**config.mk**
```make
export PLATFORM = sky130hd
export DESIGN_NAME = iasg_top
export DESIGN_NICKNAME = d
export VERILOG_FILES = /design/src/hw/iasg_pkg.sv /design/src/hw/iasg_level_track.sv /design/src/hw/iasg_top.sv
export SDC_FILE = /design/constraint.sdc
export NUM_CORES = 1
export LEC_CHECK = 0
export ABC_AREA = 0
export BUFFER_PORTS_ARGS = -buffer_cell sky130_fd_sc_hd__buf_2
export CAP_MARGIN = 20
export CORE_UTILIZATION = 55
export DETAILED_ROUTE_END_ITERATION = 7
export GPL_ROUTABILITY_DRIVEN = 0
export HOLD_SLACK_MARGIN = 0.15
export PLACE_DENSITY = 0.88
export SLEW_MARGIN = 10
export SYNTH_ARGS = -nofsm -noshare
export SYNTH_HDL_FRONTEND = slang
export SYNTH_HIERARCHICAL = 1
export SYNTH_SLANG_ARGS = --single-unit
```
**constraint.sdc**
```tcl
create_clock -name hclk -period 2.81 [get_ports hclk]
set_input_delay 0.562 -clock hclk [delete_from_list [all_inputs] [get_ports hclk]]
set_output_delay 0.562 -clock hclk [all_outputs]
set_load 0.005 [all_outputs]
```
**src/hw/iasg_pkg.sv**
```systemverilog
// constants shared by the interrupt active status block
package iasg_pkg;

    // ------------------------------------------------------------------
    // register byte addresses
    // ------------------------------------------------------------------
    localparam logic [31:0] ADDR_ACTIVE_GROUP0 = 32'hE000E300;
    localparam logic [31:0] ADDR_ACTIVE_GROUP1 = 32'hE000E304;
    localparam logic [31:0] ADDR_EVENT_STATUS  = 32'hE000E380;
    localparam logic [31:0] ADDR_EVENT_MASK    = 32'hE000E384;

    // ------------------------------------------------------------------
    // first group: only the port 2 wake inputs 4..7 are held here
    // ------------------------------------------------------------------
    localparam int G0_WAKE_P2_4_BIT = 28;
    localparam int G0_WAKE_COUNT    = 4;

    // ------------------------------------------------------------------
    // second group field positions
    // ------------------------------------------------------------------
    localparam int G1_WAKE_P2_8_BIT     = 0;
    localparam int G1_WAKE_P3_0_BIT     = 4;
    localparam int G1_WAKE_GROUP_COUNT  = 4;
    localparam int G1_TWO_WIRE_BIT      = 8;
    localparam int G1_TIMER16_FIRST_BIT = 9;
    localparam int G1_TIMER16_SECOND_BIT = 10;
    localparam int G1_TIMER32_FIRST_BIT = 11;
    localparam int G1_TIMER32_SECOND_BIT = 12;
    localparam int G1_SYNC_SERIAL_FIRST_BIT = 13;
    localparam int G1_ASYNC_SERIAL_BIT  = 14;
    localparam int G1_USB_NORMAL_BIT    = 15;
    localparam int G1_USB_FAST_BIT      = 16;
    localparam int G1_CONVERTER_BIT     = 17;
    localparam int G1_WATCHDOG_BIT      = 18;
    localparam int G1_BROWNOUT_BIT      = 19;
    localparam int G1_PORT3_IRQ_BIT     = 21;
    localparam int G1_PORT2_IRQ_BIT     = 22;
    localparam int G1_PORT1_IRQ_BIT     = 23;
    localparam int G1_PORT0_IRQ_BIT     = 24;
    localparam int G1_SYNC_SERIAL_SECOND_BIT = 25;

    // implemented bits of each group; reserved bits 20 and 31:26 read as zero
    localparam logic [31:0] G1_IMPL_MASK = 32'h03EFFFFF;
    localparam logic [31:0] G0_IMPL_MASK = 32'hF0000000;

    // ------------------------------------------------------------------
    // reset values
    // ------------------------------------------------------------------
    localparam logic [31:0] EVENT_STATUS_RESET = 32'h00000000;
    localparam logic [31:0] EVENT_MASK_RESET   = 32'h00000000;
    localparam logic [31:0] RDATA_RESET        = 32'h00000000;
    localparam logic [31:0] UNMAPPED_RDATA     = 32'h00000000;

    // ------------------------------------------------------------------
    // bus encodings
    // ------------------------------------------------------------------
    localparam logic [1:0] HTRANS_NONSEQ = 2'h2;
    localparam logic       HRESP_OKAY    = 1'h0;

endpackage : iasg_pkg

```
**src/hw/iasg_level_track.sv**
```systemverilog
// one source request: registered level plus rising-edge event
module iasg_level_track (
    input  wire logic hclk,
    input  wire logic hresetn,
    input  wire logic src_req,
    output logic      level_r,
    output logic      rise
);

    logic level_nxt;

    // no latching: the level drops as soon as the source stops asking
    always_comb begin
        level_nxt = src_req;
    end

    always_ff @(posedge hclk or negedge hresetn) begin
        if (!hresetn) begin
            level_r <= 1'h0;
        end else begin
            level_r <= level_nxt;
        end
    end

    assign rise = src_req & ~level_r;

endmodule : iasg_level_track

```
**src/hw/iasg_top.sv**
```systemverilog
// interrupt active status registers, groups one and two, on AHB-Lite
//
// What this block does
// - second-group active register is read-only; writes change nothing
// - each implemented bit reads 1 when its source is active, else 0
// - bit shows the raw request level, independent of any enable
// - bits 0-3 port 2 wake pins 8-11; bits 4-7 port 3 pins 0-3
// - bits 8-19 serial, timers, uart, usb, converter, watchdog, brownout
// - bits 21-24 gpio ports 3 down to 0; bit 25 second sync serial
// - reserved bit 20 and 31:26 read as zero; software writes zeros
// - first-group bits 28-31 show port 2 wake pins 4-7
//
// The AHB-Lite register port is this design's own decision.
module iasg_top (
    input  wire logic        hclk,
    input  wire logic        hresetn,
    // ahb-lite slave
    input  wire logic        hsel,
    input  wire logic [31:0] haddr,
    input  wire logic [1:0]  htrans,
    input  wire logic        hwrite,
    input  wire logic [2:0]  hsize,
    input  wire logic [31:0] hwdata,
    input  wire logic        hready,
    output logic             hreadyout,
    output logic             hresp,
    output logic [31:0]      hrdata,
    // wake inputs: port 2 pins 4..11, port 3 pins 0..3
    input  wire logic [7:0]  wake_req_p2,
    input  wire logic [3:0]  wake_req_p3,
    // peripheral requests
    input  wire logic        two_wire_ctrl_req,
    input  wire logic        timer16_first_req,
    input  wire logic        timer16_second_req,
    input  wire logic        timer32_first_req,
    input  wire logic        timer32_second_req,
    input  wire logic        sync_serial_first_req,
    input  wire logic        async_serial_req,
    input  wire logic        usb_normal_req,
    input  wire logic        usb_fast_req,
    input  wire logic        converter_req,
    input  wire logic        watchdog_req,
    input  wire logic        brownout_req,
    input  wire logic [3:0]  port_irq_req,
    input  wire logic        sync_serial_second_req,
    // interrupt from the event status
    output logic             irq
);

    // ------------------------------------------------------------------
    // source vectors in register layout
    // ------------------------------------------------------------------
    logic [31:0] g1_src;
    logic [31:0] g0_src;
    logic [31:0] g1_level_r;
    logic [31:0] g1_rise;
    logic [31:0] g0_level_r;

    always_comb begin
        g1_src = 32'h00000000;
        g0_src = 32'h00000000;
        for (int i = 0; i < iasg_pkg::G1_WAKE_GROUP_COUNT; i++) begin
            g1_src[iasg_pkg::G1_WAKE_P2_8_BIT + i] = wake_req_p2[4 + i];
            g1_src[iasg_pkg::G1_WAKE_P3_0_BIT + i] = wake_req_p3[i];
        end
        for (int i = 0; i < iasg_pkg::G0_WAKE_COUNT; i++) begin
            g0_src[iasg_pkg::G0_WAKE_P2_4_BIT + i] = wake_req_p2[i];
        end
        g1_src[iasg_pkg::G1_TWO_WIRE_BIT]           = two_wire_ctrl_req;
        g1_src[iasg_pkg::G1_TIMER16_FIRST_BIT]      = timer16_first_req;
        g1_src[iasg_pkg::G1_TIMER16_SECOND_BIT]     = timer16_second_req;
        g1_src[iasg_pkg::G1_TIMER32_FIRST_BIT]      = timer32_first_req;
        g1_src[iasg_pkg::G1_TIMER32_SECOND_BIT]     = timer32_second_req;
        g1_src[iasg_pkg::G1_SYNC_SERIAL_FIRST_BIT]  = sync_serial_first_req;
        g1_src[iasg_pkg::G1_ASYNC_SERIAL_BIT]       = async_serial_req;
        g1_src[iasg_pkg::G1_USB_NORMAL_BIT]         = usb_normal_req;
        g1_src[iasg_pkg::G1_USB_FAST_BIT]           = usb_fast_req;
        g1_src[iasg_pkg::G1_CONVERTER_BIT]          = converter_req;
        g1_src[iasg_pkg::G1_WATCHDOG_BIT]           = watchdog_req;
        g1_src[iasg_pkg::G1_BROWNOUT_BIT]           = brownout_req;
        g1_src[iasg_pkg::G1_PORT3_IRQ_BIT]          = port_irq_req[3];
        g1_src[iasg_pkg::G1_PORT2_IRQ_BIT]          = port_irq_req[2];
        g1_src[iasg_pkg::G1_PORT1_IRQ_BIT]          = port_irq_req[1];
        g1_src[iasg_pkg::G1_PORT0_IRQ_BIT]          = port_irq_req[0];
        g1_src[iasg_pkg::G1_SYNC_SERIAL_SECOND_BIT] = sync_serial_second_req;
    end

    // ------------------------------------------------------------------
    // per-bit level tracking
    // ------------------------------------------------------------------
    // every second-group lane gets a tracker; unimplemented lanes see a constant zero
    // and are masked again at read time
    for (genvar g = 0; g < 32; g++) begin : g_track
        iasg_level_track u_g1 (
            .hclk    (hclk),
            .hresetn (hresetn),
            .src_req (g1_src[g]),
            .level_r (g1_level_r[g]),
            .rise    (g1_rise[g])
        );
    end

    for (genvar g = 0; g < iasg_pkg::G0_WAKE_COUNT; g++) begin : g_track0
        iasg_level_track u_g0 (
            .hclk    (hclk),
            .hresetn (hresetn),
            .src_req (g0_src[iasg_pkg::G0_WAKE_P2_4_BIT + g]),
            .level_r (g0_level_r[iasg_pkg::G0_WAKE_P2_4_BIT + g]),
            .rise    ()
        );
    end

    assign g0_level_r[iasg_pkg::G0_WAKE_P2_4_BIT - 1:0] = '0;

    // ------------------------------------------------------------------
    // ahb-lite address and data phase
    // ------------------------------------------------------------------
    logic        addr_take;
    logic        wr_pend_r;
    logic        wr_pend_nxt;
    logic [31:0] wr_addr_r;
    logic [31:0] wr_addr_nxt;
    logic [31:0] rdata_r;
    logic [31:0] rdata_nxt;
    logic [31:0] event_status_r;
    logic [31:0] event_status_nxt;
    logic [31:0] event_mask_r;
    logic [31:0] event_mask_nxt;
    logic [31:0] read_mux;

    assign addr_take = hsel & hready & (htrans == iasg_pkg::HTRANS_NONSEQ);

    // zero wait state slave; every response is okay
    assign hreadyout = 1'h1;
    assign hresp     = iasg_pkg::HRESP_OKAY;
    assign hrdata    = rdata_r;

    always_comb begin
        case (haddr)
            iasg_pkg::ADDR_ACTIVE_GROUP0: begin
                read_mux = g0_level_r & iasg_pkg::G0_IMPL_MASK;
            end
            iasg_pkg::ADDR_ACTIVE_GROUP1: begin
                read_mux = g1_level_r & iasg_pkg::G1_IMPL_MASK;
            end
            iasg_pkg::ADDR_EVENT_STATUS: begin
                read_mux = event_status_r;
            end
            iasg_pkg::ADDR_EVENT_MASK: begin
                read_mux = event_mask_r;
            end
            default: begin
                read_mux = iasg_pkg::UNMAPPED_RDATA;
            end
        endcase
    end

    always_comb begin
        wr_pend_nxt = 1'h0;
        wr_addr_nxt = wr_addr_r;
        rdata_nxt   = rdata_r;
        if (addr_take) begin
            wr_pend_nxt = hwrite;
            wr_addr_nxt = haddr;
            if (!hwrite) begin
                // read value is sampled at the address phase edge
                rdata_nxt = read_mux;
            end
        end
    end

    always_ff @(posedge hclk or negedge hresetn) begin
        if (!hresetn) begin
            wr_pend_r <= 1'h0;
            wr_addr_r <= 32'h00000000;
            rdata_r   <= iasg_pkg::RDATA_RESET;
        end else begin
            wr_pend_r <= wr_pend_nxt;
            wr_addr_r <= wr_addr_nxt;
            rdata_r   <= rdata_nxt;
        end
    end

    // ------------------------------------------------------------------
    // event status and mask
    // ------------------------------------------------------------------
    logic [31:0] status_clr;
    logic        mask_wr;

    // writes to either active register fall through and are dropped
    always_comb begin
        status_clr = 32'h00000000;
        mask_wr    = 1'h0;
        if (wr_pend_r) begin
            case (wr_addr_r)
                iasg_pkg::ADDR_EVENT_STATUS: begin
                    status_clr = hwdata & iasg_pkg::G1_IMPL_MASK;
                end
                iasg_pkg::ADDR_EVENT_MASK: begin
                    mask_wr = 1'h1;
                end
                default: begin
                    status_clr = 32'h00000000;
                end
            endcase
        end
    end

    always_comb begin
        // a new event in the clearing cycle wins over the clear
        event_status_nxt = (event_status_r & ~status_clr)
                         | (g1_rise & iasg_pkg::G1_IMPL_MASK);
        event_mask_nxt   = event_mask_r;
        if (mask_wr) begin
            event_mask_nxt = hwdata & iasg_pkg::G1_IMPL_MASK;
        end
    end

    always_ff @(posedge hclk or negedge hresetn) begin
        if (!hresetn) begin
            event_status_r <= iasg_pkg::EVENT_STATUS_RESET;
            event_mask_r   <= iasg_pkg::EVENT_MASK_RESET;
        end else begin
            event_status_r <= event_status_nxt;
            event_mask_r   <= event_mask_nxt;
        end
    end

    assign irq = |(event_status_r & event_mask_r);

endmodule : iasg_top
```
==> flow_metrics.env, run 1 <==
export IMPL_ff2ff_path_depth=5
export IMPL_setup_viol=0
export IMPL_grt_first_pass_wirelength_um=24700
export IMPL_hold_viol=0
export IMPL_ir_worst_vdd_mv=0.743
export IMPL_worstSetupPathType="register to output pin"
export IMPL_cts_sinks=141
export IMPL_firstDrtPassIters=5
export IMPL_drt_total_wl_um=15300
export IMPL_clock_latency_ns=0.42
export IMPL_rsz0062_at_grt="no"
export IMPL_drive_above_1_share=0.456
export IMPL_period_needed_ns=2.31
export IMPL_ff2ff_setup_slack_ns=0.64
export IMPL_grt_start_max_net_pins=80
export IMPL_grt_usage=0.281
export IMPL_fmax_mhz=432
export IMPL_drc=0
export IMPL_vias=4541
export IMPL_cp_arrival_ns=1.75
export IMPL_tns_ns=0
export IMPL_via_per_inst=5.91
export IMPL_overflow=0
export IMPL_wl_per_cell_um=19.9
export IMPL_regArea_um2=3530
export IMPL_critical_path_required_ns=2.25
export IMPL_final_max_slew_viol_count=0
export IMPL_antenna_found_initial=2
export IMPL_min_to="g_track0[2].u_g0/level_r"
export IMPL_initial_core_util=0.575
export IMPL_syn2layout_area_growth_pct=21.4
export IMPL_drt_iter0_drc=353
export IMPL_stdcell_count=768
export IMPL_path_max_fanout=3
export IMPL_startpoint_type="register"
export IMPL_hpwl_um=10100
export IMPL_cts_setup_buffers=0
export IMPL_grt_pass1_vias=4925
export IMPL_powerDensity_nw_per_um2=632
export IMPL_root_buffer="clkbuf_16"
export IMPL_port_buffers=122
export IMPL_maxSlewHeadroom=0.582
export IMPL_ctsResizeCount=0
export IMPL_die_w_um=110
export IMPL_reg2reg_to="event_mask_r[23]"
export IMPL_drtAntennaViolNets=0
export IMPL_cts_tree="built"
export IMPL_htreeDepth=4
export IMPL_avgSynthCellArea_um2=13.0
export IMPL_fill_cells=744
export IMPL_min_delay_start="wake_req_p2[2]"
export IMPL_tightest_slew_ns=0.626
export IMPL_clock_skew_final_ns=0.00601
export IMPL_worstSetupEndpointType="output pin"
export IMPL_power_leakage_nw=3.63
export IMPL_drv_cap=0
export IMPL_multi_input_area_um2=2580
export IMPL_cts_path_max_buffers=2
export IMPL_status="completed"
export IMPL_fin_crit_sh=0.823
export IMPL_design_die_area_um2=12000
export IMPL_rr_startpoint="wr_addr_r[21]"
export IMPL_ys_warn_count=6
export IMPL_io_pins=138
export IMPL_fp_coreArea_um2=11100
export IMPL_holdBufCountCts=1
export IMPL_chipHeight_um=110
export IMPL_synthCells=491
export IMPL_nNetsFinal=717
export IMPL_std_cell_rows=38
export IMPL_hold_path_depth=1
export IMPL_placedCellCount=734
export IMPL_cts_made_buffers=17
export IMPL_path_clk_slew_ns=0.06
export IMPL_min_path_type="primary input to register"
export IMPL_syn_area_um2=6370
## layout make-up
class / count / share of cell area
sequential: 141 / 0.456
multi-input combinational: 291 / 0.334
timing repair buffer: 136 / 0.0969
clock buffer: 20 / 0.0591
tap: 140 / 0.0227
clock inverter: 12 / 0.0180
inverter: 27 / 0.0131
antenna: 1 / 0.000324
## flip-flops by register name, summed over array words and instances, names as in the netlist
name	cells
wr_addr_r	32
hrdata	29
event_mask_r	25
event_status_r	25
g_track.u_g1/level_r	25
g_track0.u_g0/level_r	4
wr_pend_r	1
## per-layer routing
| metal | up-vias | share of wire | global-route usage |
|---|---|---|---|
| met5 | - | 0.00079 | 0 |
| met1 | 2273 | 0.40 | 0.341 |
| met3 | 24 | 0.077 | 0.0901 |
| li1 | 2036 | - | - |
| met4 | 2 | 0.015 | 0.107 |
| met2 | 206 | 0.50 | 0.468 |
## where the power goes
| group | leakage [nW] | switching, W | internal (W) |
|---|---|---|---|
| Combinational | 1.64 | 0.000207 | 0.000215 |
| Clock | 0.279 | 0.000875 | 0.00136 |
| Sequential | 1.71 | 0.0000762 | 0.00215 |
| Total | 3.63 | 0.00116 | 0.00373 |
## cell usage in the layout (no fill, tap or decap), types with 2 or more instances in the layout
master,n
nand2_1,33
o41ai_1,28
mux2_1,2
a221oi_1,2
inv_1,27
buf_2,121
dfrtp_1,141
clkinv_4,4
nand4_1,5
and4b_1,3
nand2b_1,25
nor2_1,3
nand4b_1,2
nor4b_1,4
a22o_1,2
buf_4,11
bufinv_16,2
o31ai_2,10
o31ai_1,15
mux2_2,80
buf_12,2
nor4_1,6
clkinvlp_4,4
a22oi_1,32
clkbuf_16,17
conb_1,5
nor2b_4,25
clkbuf_8,2
## critical path, cell delays in order, from the launching register on
cell      delay [ns]
dfrtp_1         0.40
a22o_1          0.26
a221oi_1        0.30
nand4_1         0.20
buf_2           0.18
## stage by stage
step	power [W]	hold slack (ns)	util	setup WS, ns	instance area [µm²]
2_1_floorplan	0.00248	0.266	-	0.684	6380
4_1_cts	0.00492	0.234	0.698	0.509	7730
6_report	0.00489	0.248	0.698	0.498	7730
3_5_place_dp	0.00268	0.420	0.643	0.319	7130
3_3_place_gp	0.00265	0.415	0.643	0.404	7130
5_1_grt	0.00506	0.228	0.698	0.436	7730
## worst max-delay path by stage
stage / from / endpoint / slack, ns / depth (start not counted)
finish: event_status_r[13] / irq / 0.50 / 4
global route: event_status_r[22] / irq / 0.44 / 3
CTS: event_status_r[13] / irq / 0.51 / 4
detailed placement: haddr[1] / hrdata[29] / 0.32 / 5
global placement: haddr[21] / hrdata[28] / 0.40 / 5
floorplan: haddr[10] / hrdata[15] / 0.68 / 5
No activity file was read; power rests on OpenSTA's default activity.
==> inputs of run 2 (changes only) <==
--- a/config.mk
+++ b/config.mk
@@ -5,14 +5,14 @@
 export SDC_FILE = /design/constraint.sdc
 export NUM_CORES = 1
 export LEC_CHECK = 0
-export ABC_AREA = 0
+export ABC_AREA = 1
 export BUFFER_PORTS_ARGS = -buffer_cell sky130_fd_sc_hd__buf_2
 export CAP_MARGIN = 20
-export CORE_UTILIZATION = 55
+export CORE_UTILIZATION = 50
 export DETAILED_ROUTE_END_ITERATION = 7
 export GPL_ROUTABILITY_DRIVEN = 0
 export HOLD_SLACK_MARGIN = 0.15
-export PLACE_DENSITY = 0.88
+export PLACE_DENSITY = 0.84
 export SLEW_MARGIN = 10
 export SYNTH_ARGS = -nofsm -noshare
 export SYNTH_HDL_FRONTEND = slang
==> constraint.sdc (replaced) <==
create_clock -name hclk -period 1.95 [get_ports hclk]
set_input_delay 0.39 -clock hclk [delete_from_list [all_inputs] [get_ports hclk]]
set_output_delay 0.39 -clock hclk [all_outputs]
set_load 0.005 [all_outputs]
==> run 2 against run 1 <==
Net effect:
- the flow now finishes with violations (setup timing)
- global-route usage decreased by 3.6 points
- register-to-register slack got worse by 0.31 ns
- sequential power increased by 43%
- non-clock buffer count increased by 52
- synthesized cell count grew 69%
- critical endpoint unchanged
- highest routed layer unchanged
==> flow_metrics.env, run 2 <==
export IMPL_status="finished, violations left"
export IMPL_violations="setup timing"
export IMPL_path_clk_slew_ns=0.06
export IMPL_rr_startpoint="wr_addr_r[20]"
export IMPL_fp_coreArea_um2=13400
export IMPL_worst_slack_ns=-0.0230
export IMPL_worstSetupPathType="register to output pin"
export IMPL_min_path_type="primary input to register"
export IMPL_firstDrtPassIters=5
export IMPL_hpwl_um=10900
export IMPL_clock_latency_ns=0.42
export IMPL_top_register="wr_addr_r"
export IMPL_syn_area_um2=6950
export IMPL_wl_per_cell_um=13.8
export IMPL_cp_arrival_ns=1.58
export IMPL_critical_path_required_ns=1.56
export IMPL_mostFrequentLayoutCell="nand2_1"
export IMPL_fill_cells=1091
export IMPL_power_leakage_nw=4.58
export IMPL_grt_usage=0.245
export IMPL_die_w_um=120
export IMPL_avgSynthCellArea_um2=8.36
export IMPL_p_seq_frac=0.467
export IMPL_fmax_mhz=507
export IMPL_comb_power_share=0.072
export IMPL_intPower_w=0.00529
export IMPL_io_pins=138
export IMPL_clockPowerShare=0.462
export IMPL_design_die_area_um2=14400
export IMPL_htreeDepth=4
export IMPL_syn2layout_area_growth_pct=25.2
export IMPL_drc=0
export IMPL_grt_start_max_net_pins=51
export IMPL_fin_crit_sh=1.01
export IMPL_tightest_slew_ns=0.579
export IMPL_vias=5896
export IMPL_final_max_slew_viol_count=0
export IMPL_hold_ws_ns=0.177
export IMPL_grt_first_pass_wirelength_um=27200
export IMPL_grt_pass1_vias=5821
export IMPL_chipHeight_um=120
export IMPL_multi_input_area_um2=2790
export IMPL_worstSetupEndpointType="output pin"
export IMPL_netSwitchingPower_w=0.00153
export IMPL_synthCells=831
export IMPL_cts_path_max_buffers=2
export IMPL_crit_start="event_status_r[11]"
export IMPL_port_buffers=122
export IMPL_powerDensity_nw_per_um2=784
export IMPL_overflow=0
export IMPL_via_per_inst=4.98
export IMPL_drt_total_wl_um=16300
export IMPL_largest_reg_flops=32
export IMPL_hold_viol=0
export IMPL_root_buffer="clkbuf_16"
export IMPL_clock_skew_final_ns=0.0104
export IMPL_setup_viol=1
export IMPL_cts_sinks=141
export IMPL_cts_made_buffers=17
export IMPL_drive_above_1_share=0.267
export IMPL_ys_warn_count=6
export IMPL_maxSlewHeadroom=0.613
export IMPL_min_delay_start="haddr[15]"
export IMPL_layout_common_cells="305 x nand2_1, 141 x dfrtp_1, 121 x buf_2, 97 x nand3_1, 71 x inv_1"
export IMPL_period_needed_ns=1.97
export IMPL_swShare=0.225
export IMPL_cts_tree="built"
export IMPL_drt_iter0_drc=421
export IMPL_antenna_cells=0
export IMPL_path_max_fanout=3
export IMPL_antenna_found_initial=2
export IMPL_std_cell_rows=42
export IMPL_drv_cap=0
export IMPL_startpoint_type="register"
export IMPL_rsz0062_at_grt="yes"
export IMPL_nNetsFinal=1099
export IMPL_ff2ff_setup_slack_ns=0.33
export IMPL_initial_core_util=0.519
export IMPL_utilization=0.649
export IMPL_power_total_w=0.00682
export IMPL_drtAntennaViolNets=0
export IMPL_regArea_um2=3530
export IMPL_ir_worst_vdd_mv=0.600
## run 2: per-stage QoR
| step | instances | setup WS [ns] | TNS, ns | cell area [µm²] |
|---|---|---|---|---|
| after floorplan | 834 | 0.594 | 0 | 6960 |
| after global placement | 1108 | 0.255 | 0 | 7690 |
| after detailed placement | 1108 | 0.224 | 0 | 7690 |
| after CTS | 1177 | -0.0564 | -0.0564 | 8650 |
| after global routing | 1184 | -0.123 | -0.123 | 8700 |
| final | 1184 | -0.0230 | -0.0230 | 8700 |
## run 2: layer usage
metal | vias to the layer above | global-route usage | share of wire
met2 | 185 | 0.414 | 0.49
met4 | 4 | 0.0820 | 0.014
met5 | - | 0 | 0.0014
met3 | 30 | 0.0594 | 0.061
li1 | 2926 | - | -
met1 | 2751 | 0.306 | 0.43
## run 2: timing repair
action	in CTS	in global routing
hold endpoints to repair	75	0
gates resized for setup	1	1
setup endpoints to repair	1	1
hold buffers	30	0
pin swaps	3	6
setup buffers	8	7
## run 2: power by group through the flow
| stage | clock network (W) | registers, W | logic, W |
|---|---|---|---|
| floorplan | 0 | 0.00321 | 0.000224 |
| global placement | 0 | 0.00322 | 0.000434 |
| detailed placement | 0 | 0.00323 | 0.000449 |
| CTS | 0.00321 | 0.00318 | 0.000499 |
| global route | 0.00334 | 0.00320 | 0.000569 |
| finish | 0.00315 | 0.00318 | 0.000491 |
## run 2: final cells by class
cell class                      count  area share
Inverter                           80      0.0345
Timing Repair Buffer              188       0.147
Multi-Input combinational cell    568       0.321
Clock buffer                       27      0.0613
Sequential cell                   141       0.406
Clock inverter                      4     0.00590
Tap cell                          176      0.0253
## run 2: worst paths after layout
kind,endpoint,depth (start not counted)
min in group asynchronous,hrdata[8],2
max in group asynchronous,g_track[16].u_g1/level_r,3
worst min register to register,hrdata[6],2
worst min-delay path,wr_addr_r[15],3
worst max-delay path,irq,5
worst max register to register,event_status_r[23],9
## run 2: critical path, stage by stage, from the launching register on
cell	delay (ns)
dfrtp_1	0.40
nand2_1	0.08
nand4_1	0.13
nor4_2	0.32
nand2_1	0.09
buf_2	0.14
==> inputs of run 3 (changes only) <==
--- a/config.mk
+++ b/config.mk
@@ -12,6 +12,7 @@
 export DETAILED_ROUTE_END_ITERATION = 7
 export GPL_ROUTABILITY_DRIVEN = 0
 export HOLD_SLACK_MARGIN = 0.15
+export MAX_ROUTING_LAYER = met4
 export PLACE_DENSITY = 0.84
 export SLEW_MARGIN = 10
 export SYNTH_ARGS = -nofsm -noshare
==> run 3 against run 2 <==
Net effect:
- critical path depth unchanged
- clock power hardly changed
- the flow still finishes with violations (setup timing)
- wire length grew 0.20%
- sequential power about the same
- global-route usage rose by 0.70 points
- total power is essentially flat
- via count grew 0.39%
- sequential share of layout area about the same
==> flow_metrics.env, run 3 (same netlist as run 2, synthesis figures left out) <==
export IMPL_status="finished, violations left"
export IMPL_violations="setup timing"
export IMPL_hold_viol=0
export IMPL_power_total_w=0.00683
export IMPL_period_needed_ns=1.99
export IMPL_fmax_mhz=502
export IMPL_utilization=0.650
export IMPL_largest_reg_flops=32
export IMPL_final_max_slew_viol_count=0
export IMPL_die_w_um=120
export IMPL_htreeDepth=4
export IMPL_cts_sinks=141
export IMPL_firstDrtPassIters=7
export IMPL_startpoint_type="register"
export IMPL_tightest_slew_ns=0.581
export IMPL_path_max_fanout=3
export IMPL_worstSetupEndpointType="output pin"
export IMPL_drv_cap=0
export IMPL_grt_start_max_net_pins=51
export IMPL_drt_iter0_drc=440
export IMPL_crit_start="event_status_r[11]"
export IMPL_drive_above_1_share=0.267
export IMPL_layout_common_cells="305 x nand2_1, 141 x dfrtp_1, 121 x buf_2, 97 x nand3_1, 71 x inv_1"
export IMPL_port_buffers=122
export IMPL_cts_path_max_buffers=2
export IMPL_nNetsFinal=1099
export IMPL_tns_ns=-0.0428
export IMPL_setup_viol=1
export IMPL_std_cell_rows=42
export IMPL_cts_tree="built"
export IMPL_min_path_type="primary input to register"
export IMPL_root_buffer="clkbuf_16"
export IMPL_rsz0062_at_grt="yes"
export IMPL_power_leakage_nw=4.58
export IMPL_path_clk_slew_ns=0.06
export IMPL_ff2ff_path_depth=9
export IMPL_initial_core_util=0.519
export IMPL_chipHeight_um=120
export IMPL_drt_total_wl_um=16400
export IMPL_top_register="wr_addr_r"
export IMPL_mostFrequentLayoutCell="nand2_1"
export IMPL_syn2layout_area_growth_pct=25.3
export IMPL_via_per_inst=4.99
export IMPL_critical_path_required_ns=1.56
export IMPL_grt_first_pass_wirelength_um=27200
export IMPL_ir_worst_vdd_mv=0.604
export IMPL_drc=0
export IMPL_clock_skew_final_ns=0.00945
export IMPL_clock_latency_ns=0.42
export IMPL_fp_coreArea_um2=13400
export IMPL_reg2reg_to="event_status_r[0]"
export IMPL_grt_pass1_vias=5823
export IMPL_drtAntennaViolNets=0
export IMPL_wl_per_cell_um=13.8
export IMPL_maxSlewHeadroom=0.612
export IMPL_cp_arrival_ns=1.60
export IMPL_endpoint="irq"
export IMPL_antenna_found_initial=2
export IMPL_hpwl_um=10900
export IMPL_vias=5919
export IMPL_fin_crit_sh=1.02
export IMPL_io_pins=138
export IMPL_powerDensity_nw_per_um2=784
export IMPL_design_die_area_um2=14400
export IMPL_overflow=0
export IMPL_ff2ff_setup_slack_ns=0.33
export IMPL_worst_slack_ns=-0.0428
export IMPL_min_delay_start="haddr[15]"
export IMPL_worstSetupPathType="register to output pin"
export IMPL_cts_made_buffers=17
export IMPL_fill_cells=1092
export IMPL_rr_startpoint="wr_addr_r[20]"
export IMPL_grt_usage=0.252
run 3: worst min path at each step:
stage | cells past startpoint | endpoint | slack [ns]
2_1_floorplan | 0 | event_mask_r[0] | 0.09
3_3_place_gp | 1 | hrdata[8] | 0.37
3_5_place_dp | 1 | hrdata[9] | 0.38
4_1_cts | 3 | wr_addr_r[15] | 0.16
5_1_grt | 3 | wr_addr_r[9] | 0.18
6_report | 3 | wr_addr_r[15] | 0.18
run 3: where the power goes:
part	internal, W	total [W]	switching [W]	leakage [nW]
Clock	0.00199	0.00315	0.00117	0.286
Sequential	0.00308	0.00318	0.0000992	1.60
Combinational	0.000221	0.000492	0.000271	2.70
run 3: repair_timing:
action,4_1_cts,5_1_grt
hold buffers,30,0
setup buffers,8,7
hold endpoints to repair,75,0
endpoints found under the setup margin,1,1
cloned,0,0
resized for setup,1,1
pin swaps,3,6
run 3: area by class of cell:
cell class,count,area [µm²],area share
Antenna cell,2,5.00,0.000575
Clock inverter,4,51.3,0.00589
Tap cell,176,220,0.0253
Multi-Input combinational cell,568,2790,0.321
Clock buffer,27,533,0.0612
Timing Repair Buffer,188,1270,0.146
Sequential cell,141,3530,0.405
Inverter,80,300,0.0345
run 3: critical path, stage by stage (launching register included):
cell	delay (ns)
dfrtp_1	0.39
nand2_1	0.08
nand4_1	0.13
nor4_2	0.33
nand2_1	0.09
buf_2	0.14
run 3: through the flow:
step / cells / hold slack, ns / area [µm²] / setup WS, ns
after floorplan: 834 / 0.0944 / 6960 / 0.594
after global placement: 1108 / 0.375 / 7690 / 0.255
after detailed placement: 1108 / 0.379 / 7690 / 0.224
after CTS: 1177 / 0.161 / 8650 / -0.0564
after global routing: 1186 / 0.185 / 8710 / -0.123
final: 1186 / 0.175 / 8710 / -0.0428
run 3: routing by layer:
metal  wire (µm)  global-route usage  vias to the layer above
li1            -                   -                     2927
met1        7220               0.307                     2785
met2        7970               0.414                      181
met3         937              0.0580                       26
met4         252              0.0820                        0
met5           0                   -                        -
